`src/design/led_seq_pkg.sv`:
```
package led_seq_pkg;

   // ==========================================================
   // Timing
   localparam int CLK_PERIOD_NS  = 50;                           // 20 MHz system clock
   localparam int FSET_LOW_NS    = 7000;                         // Pin low this long counts as held
   localparam int FSET_LOW_CYC   = FSET_LOW_NS / CLK_PERIOD_NS;  // Longest time, rounds down
   localparam int DETECT_MIN_SW  = 3000;                         // Detection window, switching cycles
   localparam int DETECT_MAX_SW  = 4000;
   localparam int DETECT_SW_CYC  = (DETECT_MIN_SW + DETECT_MAX_SW) / 2;
   localparam int NUM_CH         = 8;

   // ==========================================================
   // Sequencer states
   typedef enum logic [2:0] {
      ST_IDLE   = 3'h0,
      ST_GATE   = 3'h1,
      ST_RISE   = 3'h2,
      ST_DETECT = 3'h3,
      ST_SHORT  = 3'h4,
      ST_DONE   = 3'h5
   } seq_state_e;

   // ==========================================================
   // Carriers
   typedef struct packed {
      logic [NUM_CH-1:0] above_rise;   // Channel above 120 mV
      logic [NUM_CH-1:0] below_short;  // Channel below 70 mV
      logic [NUM_CH-1:0] above_used;   // Channel above 325 mV
   } led_cmp_s;

   typedef struct packed {
      logic              gate_on;      // Disconnect switch drive
      logic              go;           // Hand-off to soft start
      logic              busy;         // System check in progress
      logic [NUM_CH-1:0] in_use;
      logic [NUM_CH-1:0] unused;
      logic [NUM_CH-1:0] shorted;
   } seq_out_s;

   // ==========================================================
   // Reset values
   localparam seq_out_s   SEQ_OUT_RST   = '0;
   localparam logic [11:0] DET_CNT_RST  = 12'h000;
   localparam logic [7:0]  FSET_CNT_RST = 8'h00;

endpackage

```
`src/design/level_sync.sv`:
```
`timescale 1ns/10ps
// ==========================================================
// Two-stage synchroniser bank for pin-side levels
module level_sync #(
   parameter int WIDTH = 1
) (
   // Clock and reset
   input  wire logic             clk,
   input  wire logic             reset_n,
   // Levels
   input  wire logic [WIDTH-1:0] d,
   output logic      [WIDTH-1:0] q
);
   logic [WIDTH-1:0] meta_q;

   // First stage feeds only the second stage
   always_ff @(posedge clk or negedge reset_n) begin
      if (!reset_n) begin
         meta_q <= '0;
         q      <= '0;
      end else begin
         meta_q <= d;
         q      <= meta_q;
      end
   end
endmodule

```
`src/design/led_driver_powerup_sequencer.sv`:
```
`timescale 1ns/10ps
// Function
// RULE1 - Power-up starts only while enable is high and the supply lockout has cleared.
// RULE2 - The host keeps enable high for the minimum first-pulse width on the first cycle.
// RULE3 - That first-pulse width is 0.75 us typical, 2 us maximum, so hosts hold 2 us.
// RULE4 - Power-up waits while the freq-set/sync pin is held low, until released or clocked.
// RULE5 - A system check for fault conditions runs before any channel is enabled.
// RULE6 - The disconnect switch drive turns on first, then the channels are checked.
// RULE7 - LED detect begins only after the gate comparator reports the switch gate is on.
// RULE8 - After channels pass 120 mV a switching-clock timer runs, then status is latched.
// RULE9 - Below 70 mV is shorted and halts, about 150 mV is unused, above 325 mV is in use.
// RULE10 - A shorted channel blocks soft start; once released the channel is rechecked.
// RULE11 - An unused channel is removed from regulation and from feedback selection.
// RULE12 - Enable falling or lockout asserting returns to idle and drops the gate drive.
// RULE13 - Detection without a short hands an in-use mask and a go to soft start.
module led_driver_powerup_sequencer (
   // Clock and reset
   input  wire logic                 clk,
   input  wire logic                 reset_n,
   // Pins and comparators, asynchronous
   input  wire logic                 en_pwm_pin,
   input  wire logic                 supply_lockout,
   input  wire logic                 freq_set_sync_pin,
   input  wire logic                 gate_cmp_ok,
   input  wire logic                 sw_clk,
   input  wire led_seq_pkg::led_cmp_s led_channel_sink,
   // Sequencer results
   output led_seq_pkg::seq_out_s     seq_out
);
   import led_seq_pkg::*;

   localparam int          SYNC_W    = 5 + 3 * NUM_CH;
   localparam logic [11:0] DET_LAST  = 12'(DETECT_SW_CYC - 1);
   localparam logic [7:0]  FSET_LAST = 8'(FSET_LOW_CYC);

   logic [SYNC_W-1:0] sync_in;
   logic [SYNC_W-1:0] sync_out;
   logic              en_s;
   logic              lock_s;
   logic              fset_s;
   logic              gate_s;
   logic              sw_s;
   led_cmp_s          led_s;
   seq_state_e        state_q;
   seq_state_e        state_d;
   seq_out_s          out_q;
   seq_out_s          out_d;
   logic [11:0]       det_cnt_q;
   logic [7:0]        fset_cnt_q;
   logic              fset_seen_q;
   logic              sw_prev_q;

   // ==========================================================
   // Input synchronisation
   assign sync_in = {en_pwm_pin, supply_lockout, freq_set_sync_pin, gate_cmp_ok, sw_clk,
                     led_channel_sink};

   level_sync #(.WIDTH(SYNC_W)) u_sync (
      .clk     (clk),
      .reset_n (reset_n),
      .d       (sync_in),
      .q       (sync_out)
   );

   assign {en_s, lock_s, fset_s, gate_s, sw_s, led_s} = sync_out;

   // ==========================================================
   // Qualifiers
   wire enable_ok  = en_s & ~lock_s;                        // RULE1
   wire fset_held  = (fset_cnt_q == FSET_LAST);
   wire sw_tick    = sw_s & ~sw_prev_q;                     // Switching-clock rising edge
   wire any_rise   = |led_s.above_rise;
   wire any_short  = |led_s.below_short;
   wire det_done   = sw_tick & (det_cnt_q == DET_LAST);
   wire [NUM_CH-1:0] cls_short  = led_s.below_short;        // RULE9
   wire [NUM_CH-1:0] cls_used   = ~led_s.below_short & led_s.above_used;
   wire [NUM_CH-1:0] cls_unused = ~led_s.below_short & ~led_s.above_used; // RULE11

   // Pin-low watch: a sync clock keeps resetting the count, so only a
   // pin held low saturates it; a high level must be seen before start
   always_ff @(posedge clk or negedge reset_n) begin
      if (!reset_n) begin
         fset_cnt_q  <= FSET_CNT_RST;
         fset_seen_q <= 1'b0;
         sw_prev_q   <= 1'b0;
      end else begin
         sw_prev_q <= sw_s;
         if (fset_s) begin
            fset_cnt_q  <= FSET_CNT_RST;
            fset_seen_q <= 1'b1;                              // RULE4
         end else if (!fset_held) begin
            fset_cnt_q <= fset_cnt_q + 8'h01;
         end else begin
            fset_seen_q <= 1'b0;                              // RULE4
         end
      end
   end

   // ==========================================================
   // Sequencer next state
   always_comb begin
      state_d = state_q;
      case (state_q)
         ST_IDLE:   if (enable_ok && fset_seen_q) state_d = ST_GATE; // RULE1 RULE4
         ST_GATE:   if (gate_s) state_d = ST_RISE;                   // RULE7
         ST_RISE:   if (any_rise) state_d = ST_DETECT;               // RULE8
         ST_DETECT: if (det_done) state_d = any_short ? ST_SHORT : ST_DONE; // RULE9
         ST_SHORT:  if (!any_short) state_d = ST_DETECT;             // RULE10
         ST_DONE:   state_d = ST_DONE;
         default:   state_d = ST_IDLE;
      endcase
      if (!enable_ok) begin
         state_d = ST_IDLE;                                          // RULE12
      end
   end

   // Outputs follow the next state so they leave flip-flops directly
   always_comb begin
      out_d         = out_q;
      out_d.gate_on = (state_d != ST_IDLE);                          // RULE6 RULE12
      out_d.go      = (state_d == ST_DONE);                          // RULE13
      out_d.busy    = (state_d != ST_IDLE) && (state_d != ST_DONE);  // RULE5
      if (state_d == ST_IDLE) begin
         out_d.in_use  = '0;
         out_d.unused  = '0;
         out_d.shorted = '0;
      end else if (state_q == ST_DETECT && det_done) begin
         out_d.in_use  = cls_used;                                   // RULE13
         out_d.unused  = cls_unused;                                 // RULE11
         out_d.shorted = cls_short;                                  // RULE9
      end
   end

   // ==========================================================
   // State, detection timer and output registers
   always_ff @(posedge clk or negedge reset_n) begin
      if (!reset_n) begin
         state_q <= ST_IDLE;
         out_q   <= SEQ_OUT_RST;
      end else begin
         state_q <= state_d;
         out_q   <= out_d;
      end
   end

   // Timer counts switching edges only; restarts on every entry to detect
   always_ff @(posedge clk or negedge reset_n) begin
      if (!reset_n) begin
         det_cnt_q <= DET_CNT_RST;
      end else if (state_q != ST_DETECT) begin
         det_cnt_q <= DET_CNT_RST;
      end else if (sw_tick && !det_done) begin
         det_cnt_q <= det_cnt_q + 12'h001;                           // RULE8
      end
   end

   assign seq_out = out_q;
endmodule

```
`config.mk`:
```
export PLATFORM = sky130hd
export DESIGN_NAME = led_driver_powerup_sequencer
export DESIGN_NICKNAME = d
export VERILOG_FILES = /design/src/design/led_seq_pkg.sv /design/src/design/level_sync.sv /design/src/design/led_driver_powerup_sequencer.sv
export SDC_FILE = /design/constraint.sdc
export NUM_CORES = 1
export LEC_CHECK = 0
export BUFFER_PORTS_ARGS = -buffer_cell sky130_fd_sc_hd__buf_2
export CAP_MARGIN = 20
export CORE_ASPECT_RATIO = 1.4
export CORE_UTILIZATION = 56
export DETAILED_ROUTE_END_ITERATION = 8
export HOLD_SLACK_MARGIN = 0.02
export PLACE_DENSITY = 0.82
export RECOVER_POWER = 25
export SETUP_SLACK_MARGIN = 0.05
export SYNTH_ARGS = -nofsm -noshare
export SYNTH_HDL_FRONTEND = slang
export SYNTH_SLANG_ARGS = --single-unit
```
`constraint.sdc`:
```
create_clock -name clk -period 2.6 [get_ports clk]
set_input_delay 0.39 -clock clk [delete_from_list [all_inputs] [get_ports clk]]
set_output_delay 0.39 -clock clk [all_outputs]
set_load 0.01 [all_outputs]
```
# Word level (Yosys, flattened, before mapping)
# Index checks and enable logic that the tools add are counted.
[totals] wordCells=64 out_inout_bits=27 regBits=110
[classes] n_mux=16 n_reduce_logical=13 n_bitwise=9 n_eq_ne=11 n_addsub=2
[ops] cell="24-bit 2-to-1 mux" n=2
[ops] cell="12-bit 2-to-1 mux" n=2
[ops] cell="3-bit 2-to-1 mux" n=6
[ops] cell="3-bit one-hot mux with 6 select lines" n=1
[ops] cell="8-bit bitwise AND" n=2
[ops] cell="8-bit 2-to-1 mux" n=2
[ops] cell="8-bit inverter" n=2
[ops] cell="8-bit OR reduction" n=2
[ops] cell="12-bit by 1-bit adder with 12-bit output (second input constant)" n=1
[ops] cell="12-bit equality test (second input constant)" n=1
[ops] cell="3-bit equality test (second input constant)" n=3
[ops] cell="8-bit by 1-bit adder with 8-bit output (second input constant)" n=1
[ops] cell="8-bit equality test (second input constant)" n=1
[ops] cell="3-bit by 2-bit equality test with 1-bit output (second input constant)" n=2
[ops] cell="3-bit zero test" n=2
[ops] cell="2-bit nonzero test" n=3
[ops] cell="1-bit logical AND" n=4
[ops] cell="1-bit bitwise AND" n=3
[ops] cell="3-bit by 1-bit equality test with 1-bit output (second input constant)" n=1
[ops] cell="1-bit 2-to-1 mux" n=3
[ops] cell="3-bit by 2-bit inequality test with 1-bit output (second input constant)" n=1
[ops] cell="3-bit inequality test (second input constant)" n=1
[ops] cell="3-bit nonzero test" n=1
[ops] cell="2-bit by 1-bit inequality test with 1-bit output (second input constant)" n=1
[ops] cell="2 further kinds" n=3

# Logic depth before layout (Yosys ltp)
# Gate-level depths: netlist of the first run.
[logic_depth] word_depth=8 ltp_mapped=8 depth_no_buf=6

# Hierarchy
# From an unflattened synthesis of the first run, not the netlist that was laid out.
[hier_totals] hier_cells=328 hier_area_um2=4003.8
[modules_own_cells] module="led_driver_powerup_sequencer" n_inst=1 cells_per_inst=270 area_per_inst_um2=2552.4
[modules_own_cells] module="level_sync" n_inst=1 cells_per_inst=58 area_per_inst_um2=1451.4

# Worst setup path before layout of the first run
# OpenSTA, ideal clock, no wires.
[synth_timing] kind="reg2reg" start="reg det_cnt_q[0]" end="reg out_q (netlist bit seq_out[0])" stages_incl_launch_ff=7 period_less_slack_ns=1.942 required_ns=2.533 path_buffers=0 setup_slack_ns=0.658 t_arrival_ns=1.875 path_cell_list="dfrtp_1 > ha_1 > nand4b_1 > nor4_2 > a21o_1 > a211oi_1 > a22o_1"
[synth_via] elab_chain_len=7
[synth_lines] element="start, declared" line="led_driver_powerup_sequencer.sv:48" rtl="logic [11:0] det_cnt_q;"
[synth_lines] element="start signal, assigned" line="led_driver_powerup_sequencer.sv:153" rtl="det_cnt_q <= det_cnt_q + 12'h001;"
[synth_lines] element="12-bit equality test *" line="led_driver_powerup_sequencer.sv:74" rtl="wire det_done = sw_tick & (det_cnt_q == DET_LAST);"
[synth_lines] element="1-bit bitwise AND *" line="led_driver_powerup_sequencer.sv:74"
[synth_lines] element="3-bit 2-to-1 mux" line="led_driver_powerup_sequencer.sv:107" rtl="ST_DETECT: if (det_done) state_d = any_short ? ST_SHORT : ST_DONE;"
[synth_lines] element="3-bit one-hot mux with 6 select lines" line="led_driver_powerup_sequencer.sv:103" rtl="case (state_q)"
[synth_lines] element="3-bit 2-to-1 mux" line="led_driver_powerup_sequencer.sv:112" rtl="if (!enable_ok) begin"
[synth_lines] element="3-bit zero test" line="led_driver_powerup_sequencer.sv:123" rtl="if (state_d == ST_IDLE) begin"
[synth_lines] element="24-bit 2-to-1 mux / 2-bit nonzero test (equally long branches)"
[synth_lines] element="end signal, assigned" line="led_driver_powerup_sequencer.sv:142" rtl="out_q <= out_d;"
[synth_lines] element="end, declared" line="led_driver_powerup_sequencer.sv:46" rtl="seq_out_s out_q;"
# Every way passes the cells marked *; elsewhere a longest branch is shown, timed or not.
# A chain may end at the register's enable or synchronous reset.

# Final worst setup path of the first run
[layout_timing] start="reg det_cnt_q[0]" end="reg out_q (netlist bit seq_out[4])"
# The elaborated chain is that of the path after synthesis.

==> flow_metrics.tcl, run 1 <==
set metrics [dict create \
    area_growth_syn_to_layout_pct 15.5 \
    fin_crit_ns 2.24 \
    p_leak_nw 2.13 \
    cts_sinks 110 \
    start_kind "register" \
    end_kind "register" \
    syn-instance-count 302 \
    synth_top_area_share_pct 69.9 \
    grt_use_total_pct 20.7 \
    clock_skew_ns 0.00749 \
    dr_total_vias 2511 \
    final_util_pct 67.9 \
    worst_slew_pin_slew_ns 1.26 \
    cp_data_arrival_time_ns 2.54 \
    yosys_warnings 0 \
    synthSimpleGateAreaFrac_pct 16.3 \
    path_delay_family "compound AO/OA/AOI/OAI gates" \
    cts_tree "built" \
    path_cells "ha_1 > nand4b_1 > nor4_2 > a21o_1 > a211oi_1 > a22o_1" \
    yosys.area_share.adder_pct 0.954 \
    grt_pass1_wl_mm 11.3 \
    power_density_nw_per_um2 635 \
    yosys.cell_types.count 40 \
    ys_top_cells_by_area "dfrtp_1 70%, a21oi_1 2.7%, nand2_1 2.6%" \
    cts_root_buf "clkbuf_8" \
    ys_async_sr_fraction_pct 100 \
    clk_latency_ns 0.36 \
    slowest_delay_ns 0.75 \
    grt_start_max_net_pins 53 \
    dp_hpwl_mm 4.74 \
    cp.required_ns 2.90 \
    drive_above_1_share_pct 23.4 \
    htreeDepth 3 \
    drt_iter0_drc 134 \
    die_area_sq_um 7370 \
    dr.pass1.iters 4 \
    status "completed" \
    antenna_found_initial 0 \
    ys_seq_elements 110 \
    numCtsBuffers 9 \
    fillCellCount 500 \
    io-pin-count 58 \
    relSlewSlack_pct 15.8 \
    maxSlewViolCount 0 \
    synth_top_cell_by_area "dfrtp_1" \
    ant_nets 0 \
    clk_pin_slew_ns 0.10 \
    hold_path.class "primary input to register" \
    seq_area_frac_synth_pct 69.9 \
    fmax_mhz 446 \
    clk_path_buf_depth 2 \
    num_rows 35 \
    grt_overflow 0 \
    synth_edf_count 0 \
    avgSynthCellArea_sq_um 13.0 \
    wl_per_cell_um 14.6 \
    post_cts_resized 0 \
    multi_input_area_sq_um 1120 \
    setup_viol_count_final 0 \
    setup_tns_ns 0 \
    vdd_ir_drop_max_uv 416 \
    post_cts_buffers 0 \
    rsz0062_at_grt "false" \
    synthMuxAreaShare_pct 0 \
    viasPerCell 5.41 \
    syn_nets 336 \
    fp.dieW_um 72.9 \
    drv_cap 0 \
    die_y_um 101 \
    wirelength_mm 6.78 \
    finalCritPeriodShare_pct 86.3 \
    synth_top_family_by_area "simple AND/OR/NAND/NOR gates" \
    synth_compound_area_share_pct 8.30 \
    grt_pass1_vias 2489 \
    cts_hold_buf 0 \
    drc 0 \
    start_util_pct 58.7 \
    coreArea_sq_um 6700 \
    path_buf_inv 0 \
    place_congestion 0.851 \
    critPathKind "register to register" \
    synth_flop_cell "dfrtp_1" \
    final_hold_viol_count 0 \
    diodes 0 \
    layout.nets 401 \
    synth-xor-area-share_pct 2.89 \
    portBuffers 57 \
    crit_fanout 8 \
    netlist_area_sq_um 3940 \
    cp_slowest_cell "a211oi_1" \
    regArea_sq_um 2750 \
]
## synthesized netlist by cell type (2+ instances only)
library cell  count
nor4_1            4
a31oi_1           4
a21oi_1          21
a41o_1            3
and4b_1           2
dfrtp_1         110
or4_1             2
a21o_1            4
inv_1             5
nor2_1           26
nand2b_1          4
xor2_1            8
a22o_1            9
ha_1              3
o21ai_0           2
or2_2             2
clkbuf_1          6
nand4b_1         10
nor3_1            5
nor4_2            2
nor4b_1           2
a211oi_1          4
nand3_1           6
nand2_1          27
or3_1             8
xnor2_1           5
and3_1            5
## where the power goes
group	leakage, nW	total (W)	switching (W)	internal, W
clock network	0.105	0.00100	0.000551	0.000450
registers	1.39	0.00179	0.0000288	0.00176
logic	0.637	0.0000952	0.0000594	0.0000357
## kinds of logic (layout without fill, tap and decap cells)
group | after synthesis | count (layout)
and+or+nand+nor | 113 | 113
AOI/OAI and AO/OA | 49 | 49
xor gates and xnor gates | 13 | 13
DFF | 110 | 110
adders and majority gates | 3 | 3
buffers and inverters | 14 | 84
## path summary, 6_finish.rpt
path | startpoint | endpoint | slack [ns] | cells past startpoint
worst min-delay path | led_channel_sink[0] | u_sync.meta_q[0] | 0.12 | 1
worst max-delay path | det_cnt_q[0] | seq_out[4] | 0.36 | 6
max in group asynchronous | reset_n | sw_prev_q | 1.42 | 2
min in group asynchronous | reset_n | seq_out[8] | 0.28 | 1
worst min register to register | u_sync.meta_q[23] | u_sync.q[23] | 0.35 | 0
worst max register to register | det_cnt_q[0] | seq_out[4] | 0.36 | 6
## registers in the layout, indices dropped and copies added (netlist names)
name	flops
state_q	3
seq_out	27
fset_seen_q	1
fset_cnt_q	8
sw_prev_q	1
u_sync.q	29
u_sync.meta_q	29
det_cnt_q	12
## worst register-to-register path: stages (launching register included)
cell,delay [ns]
dfrtp_1,0.42
ha_1,0.25
nand4b_1,0.20
nor4_2,0.11
a21o_1,0.19
a211oi_1,0.75
a22o_1,0.27
## layout by cell type, fill, tap and decap left out, types with 2 or more instances in the layout
cell / instances
a211oi_1: 4
a21o_1: 4
a21oi_1: 21
a22o_1: 9
a31oi_1: 4
a41o_1: 3
and3_1: 5
and4b_1: 2
buf_2: 56
buf_4: 5
clkbuf_8: 9
clkinv_2: 3
clkinv_4: 2
dfrtp_1: 110
ha_1: 3
inv_1: 5
nand2_1: 27
nand2b_1: 4
nand3_1: 6
nand4b_1: 10
nor2_1: 26
nor3_1: 5
nor4_1: 4
nor4_2: 2
nor4b_1: 2
o21ai_0: 2
or2_2: 2
or3_1: 8
or4_1: 2
xnor2_1: 5
xor2_1: 8
## through the flow
step	total power (W)	instances	setup slack, ns	area [sq um]	hold WS [ns]
global placement	0.00191	448	0.492	4350	0.332
CTS	0.00292	464	0.363	4550	0.0433
floorplan	0.00184	302	0.658	3940	0.0944
global route	0.00301	464	0.225	4550	0.100
detailed placement	0.00192	448	0.401	4350	0.335
finish	0.00289	464	0.356	4550	0.124
## per-layer routing
layer | global-route usage [%] | wire length, um
met1 | 26.0 | 3010
met2 | 33.7 | 3370
met3 | 3.88 | 215
met4 | 11.9 | 189
met5 | 0 | 0
## final cells by class
class	instances	area share [%]
flip-flops and latches	110	60.5
repair buffers	63	7.54
multi-input cells	178	24.6
well taps	92	2.53
clock buffers	9	2.72
inverters	5	0.413
clock inverters	7	1.62
(Power assumes the default switching activity.)
==> inputs of run 2 (changes only) <==
CORE_ASPECT_RATIO = unset   (was 1.4)
SKIP_LAST_GASP = 1   (was unset)
==> run 2 against run 1 <==
Clock power grew 10%. Combinational power shrank 1%. Via count shrank 1.8%. Die area is essentially flat.
==> flow_metrics.tcl, run 2 (same netlist as run 1, synthesis figures left out) <==
set metrics [dict create \
    clk_path_buf_depth 2 \
    grt_start_max_net_pins 48 \
    grt_use_total_pct 20.6 \
    fillCellCount 485 \
    end_kind "register" \
    start_util_pct 57.9 \
    io-pin-count 58 \
    worst_slew_pin_slew_ns 1.14 \
    drive_above_1_share_pct 22.9 \
    p_leak_nw 2.13 \
    layout_commonest_cell "dfrtp_1" \
    final_hold_viol_count 0 \
    power_density_nw_per_um2 652 \
    relSlewSlack_pct 24.2 \
    cts_sinks 110 \
    setup_tns_ns 0 \
    ant_nets 0 \
    maxSlewViolCount 0 \
    start_kind "register" \
    total_power_w 0.00298 \
    place_congestion 0.855 \
    drv_cap 0 \
    cts_tree "built" \
    wl_per_cell_um 14.8 \
    grt_overflow 0 \
    cts_hold_buf 0 \
    cp.required_ns 2.90 \
    crit_path_start "det_cnt_q[0]" \
    grt_pass1_vias 2372 \
    htreeDepth 3 \
    antenna_found_initial 0 \
    crit_fanout 8 \
    clk_pin_slew_ns 0.09 \
    coreArea_sq_um 6790 \
    fmax_mhz 440 \
    drt_iter0_drc 173 \
    wirelength_mm 6.90 \
    vdd_ir_drop_max_uv 360 \
    pre_cts_ws_ns 0.340 \
    die_area_sq_um 7370 \
    post_cts_buffers 0 \
    critPathKind "register to register" \
    clock_skew_ns 0.00815 \
    hold_path.class "primary input to register" \
    numCtsBuffers 9 \
    clk_latency_ns 0.36 \
    cts_root_buf "clkbuf_8" \
    portBuffers 57 \
    cp_data_arrival_time_ns 2.57 \
    rsz0062_at_grt "false" \
    die_y_um 85.8 \
    fp.dieW_um 85.8 \
    dr_total_vias 2465 \
    area_growth_syn_to_layout_pct 16.2 \
    fin_crit_ns 2.27 \
    viasPerCell 5.28 \
    dr.pass1.iters 4 \
    diodes 0 \
    hold_start "led_channel_sink[12]" \
    reg2reg_from "det_cnt_q[0]" \
    status "completed" \
    layout.nets 401 \
    layout_common_cells "110 x dfrtp_1, 55 x buf_2, 27 x nand2_1, 26 x nor2_1, 21 x a21oi_1" \
    num_rows 30 \
    finalWorstSetupSlack_ns 0.329 \
    setup_viol_count_final 0 \
    finalCritPeriodShare_pct 87.3 \
    post_cts_resized 0 \
    dp_hpwl_mm 4.82 \
    grt_pass1_wl_mm 11.4 \
    drc 0 \
]
[run 2: changes by cell type in the layout (fill, tap and decap cells not counted), sizes merged]
| cell | change |
|---|---|
| buf | -1 |
| clkinvlp | +2 |
| clkinv | -4 |
| clkbuf | +2 |
| inv | -1 |
| bufinv | +1 |
[run 2: layer usage]
| layer | global-route usage, % | vias up | wire length (um) |
|---|---|---|---|
| met4 | 7.12 | 0 | 129 |
| met2 | 32.8 | 68 | 3430 |
| li1 | - | 1186 | - |
| met1 | 27.4 | 1199 | 3040 |
| met3 | 5.97 | 12 | 296 |
| met5 | 0 | - | 0 |
[run 2: path summary, 6_finish.rpt]
path / depth (start not counted) / slack (ns) / to
min: 1 / 0.12 / u_sync.meta_q[12]
max in group asynchronous: 2 / 1.43 / fset_cnt_q[3]
min in group asynchronous: 1 / 0.23 / seq_out[26]
min reg2reg: 0 / 0.35 / u_sync.q[9]
max: 6 / 0.33 / seq_out[0]
max reg2reg: 6 / 0.33 / seq_out[0]
[run 2: through the flow]
| stage | hold WS, ns | instance area, sq um | util, % | instances |
|---|---|---|---|---|
| 2_1_floorplan | 0.0944 | 3940 | - | 302 |
| 3_3_place_gp | 0.331 | 4360 | 64.1 | 452 |
| 3_5_place_dp | 0.335 | 4360 | 64.1 | 452 |
| 4_1_cts | 0.0243 | 4580 | 67.4 | 467 |
| 5_1_grt | 0.105 | 4570 | 67.3 | 467 |
| 6_report | 0.123 | 4570 | 67.3 | 467 |
[run 2: power breakdown]
group | switching, W | internal, W | total, W
Combinational | 0.0000591 | 0.0000351 | 0.0000942
Sequential | 0.0000292 | 0.00176 | 0.00179
Clock | 0.000531 | 0.000565 | 0.00110
Total | 0.000619 | 0.00236 | 0.00298
[run 2: layout make-up]
cell class,instances,area (sq um),share of cell area [%]
flip-flops and latches,110,2750,60.2
multi-input cells,178,1120,24.5
repair buffers,63,342,7.47
clock buffers,10,138,3.01
well taps,96,120,2.63
clock inverters,5,83.8,1.83
inverters,5,18.8,0.410
[run 2: worst max-delay path, cell delays in order (launching register included)]
cell	delay, ns
dfrtp_1	0.41
ha_1	0.24
nand4b_1	0.19
nor4_2	0.11
a21o_1	0.19
a211oi_1	0.80
a22o_1	0.27
==> inputs of run 3 (changes only) <==
CELL_PAD_IN_SITES_DETAIL_PLACEMENT = 1   (was unset)
CELL_PAD_IN_SITES_GLOBAL_PLACEMENT = 1   (was unset)
CORE_UTILIZATION = 41   (was 56)
PLACE_DENSITY = 0.79   (was 0.82)
clock period = 2 ns   (was 2.6 ns; I/O delays follow)
==> run 3 against run 2 <==
Count of clock-buffer cells in the layout grew 1. Final cell count grew 19%. Via count grew 15%. Sequential cell count is the same. Largest cell class unchanged. Critical path type unchanged. Die area grew 36%. Highest routed layer unchanged. Combinational power grew 86%. Clock skew grew 0.0015 ns. Largest power group unchanged. Design area grew 13%. Non-clock buffer count grew 56.
==> flow_metrics.tcl, run 3 (same netlist as run 1, synthesis figures left out) <==
set metrics [dict create \
    fin_area_sq_um 5190 \
    dr_total_vias 2839 \
    coreArea_sq_um 9280 \
    wl_per_cell_um 16.7 \
    p_leak_nw 2.42 \
    crit_fanout 3 \
    die_area_sq_um 10000 \
    drt_iter0_drc 132 \
    dr.pass1.iters 4 \
    cp_data_arrival_time_ns 2.17 \
    antenna_found_initial 0 \
    pre_cts_ws_ns -0.148 \
    ant_nets 0 \
    fillCellCount 991 \
    finalWorstSetupSlack_ns 0.0588 \
    place_area_sq_um 4600 \
    total_power_w 0.00377 \
    layout_common_cells "109 x dfrtp_1, 55 x buf_2, 42 x buf_4, 27 x nand2_1, 25 x nor2_1" \
    cts_root_buf "clkbuf_8" \
    io-pin-count 58 \
    rsz0062_at_grt "true" \
    drv_cap 0 \
    fin_crit_ns 1.94 \
    numCtsBuffers 9 \
    dpl.cell_count 512 \
    wirelength_mm 9.33 \
    viasPerCell 5.09 \
    met3_length_um 289 \
    cts_sinks 110 \
    worst_slew_pin_slew_ns 1.06 \
    power_density_nw_per_um2 725 \
    num_rows 35 \
    drc 0 \
    layout_commonest_cell "dfrtp_1" \
    multi_input_area_sq_um 1250 \
    reg2reg_from "u_sync.q[14]" \
    hold_path.class "primary input to register" \
    vdd_ir_drop_max_uv 515 \
    clock_skew_ns 0.00967 \
    relSlewSlack_pct 29.4 \
    grt_overflow 0 \
    fp.dieW_um 100 \
    m1WireLength_mm 3.81 \
    grt_start_max_net_pins 45 \
    final_cells 558 \
    place_congestion 0.792 \
    clk_pin_slew_ns 0.10 \
    status "completed" \
    clk_latency_ns 0.36 \
    top_layer_used "met4" \
    start_util_pct 42.4 \
    area_growth_syn_to_layout_pct 31.9 \
    setup_tns_ns 0 \
    dp_hpwl_mm 6.14 \
    final_hold_viol_count 0 \
    fmax_mhz 515 \
    cts_tree "built" \
    htreeDepth 3 \
    die_y_um 100 \
    finalCritPeriodShare_pct 97.1 \
    grt_use_total_pct 20.2 \
    maxSlewViolCount 0 \
    hold_start "led_channel_sink[15]" \
    end_kind "register" \
    cp.required_ns 2.23 \
    start_kind "register" \
    regArea_sq_um 2750 \
    grt_pass1_wl_mm 15.3 \
    wl_met2_mm 5.02 \
    diodes 0 \
    crit_path_start "u_sync.q[14]" \
    layout.nets 458 \
    portBuffers 57 \
    drive_above_1_share_pct 33.1 \
    grt_pass1_vias 3179 \
    critPathKind "register to register" \
    clk_path_buf_depth 2 \
    setup_viol_count_final 0 \
]
run 3: critical path, stage by stage (launching register included):
cell and delay, ns:
dfrtp_1 0.41, or4_4 0.56, o311a_1 0.36, a21oi_2 0.16, nor4b_4 0.23, a211oi_2 0.10
run 3: report_power, final:
part           total, W  internal (W)  switching [W]  leakage [nW]
Combinational  0.000175     0.0000795      0.0000957         0.932
Sequential      0.00233       0.00229      0.0000367          1.39
Clock           0.00126      0.000533       0.000732        0.0974
run 3: through the flow:
stage | utilization, % | hold slack, ns
finish | 55.9 | 0.0437
detailed placement | 49.6 | 0.322
floorplan | - | 0.00441
CTS | 53.5 | 0.0211
global placement | 49.6 | 0.313
global route | 55.9 | 0.0193
run 3: final timing paths:
check	endpoint	slack, ns	cells after the start
worst min-delay path	u_sync.meta_q[15]	0.04	1
min in group asynchronous	u_sync.meta_q[15]	0.66	2
worst min register to register	u_sync.q[11]	0.35	0
worst max register to register	seq_out[24]	0.06	5
max in group asynchronous	state_q[1]	0.45	3
worst max-delay path	seq_out[24]	0.06	5
run 3: final cells by class:
class / count / share of cell area [%]
Sequential cell: 110 / 53.0
Multi-Input combinational cell: 179 / 24.1
Timing Repair Buffer: 119 / 15.6
Clock buffer: 11 / 2.92
Tap cell: 129 / 3.11
Inverter: 5 / 0.362
Clock inverter: 5 / 0.795
run 3: layer usage:
layer  global-route usage [%]  vias up
met2                     35.9       59
met4                     8.58        0
li1                         -     1299
met3                     5.36       18
met5                        0        -
met1                     23.0     1463
run 3: what timing repair did:
action / CTS / global route
gates resized for setup: 4 / 22
gates cloned: 1 / 0
setup endpoints to repair: 21 / 27
hold buffers: 9 / 8
endpoints found under the hold margin: 49 / 8
pin swaps: 2 / 11
setup buffers: 7 / 6
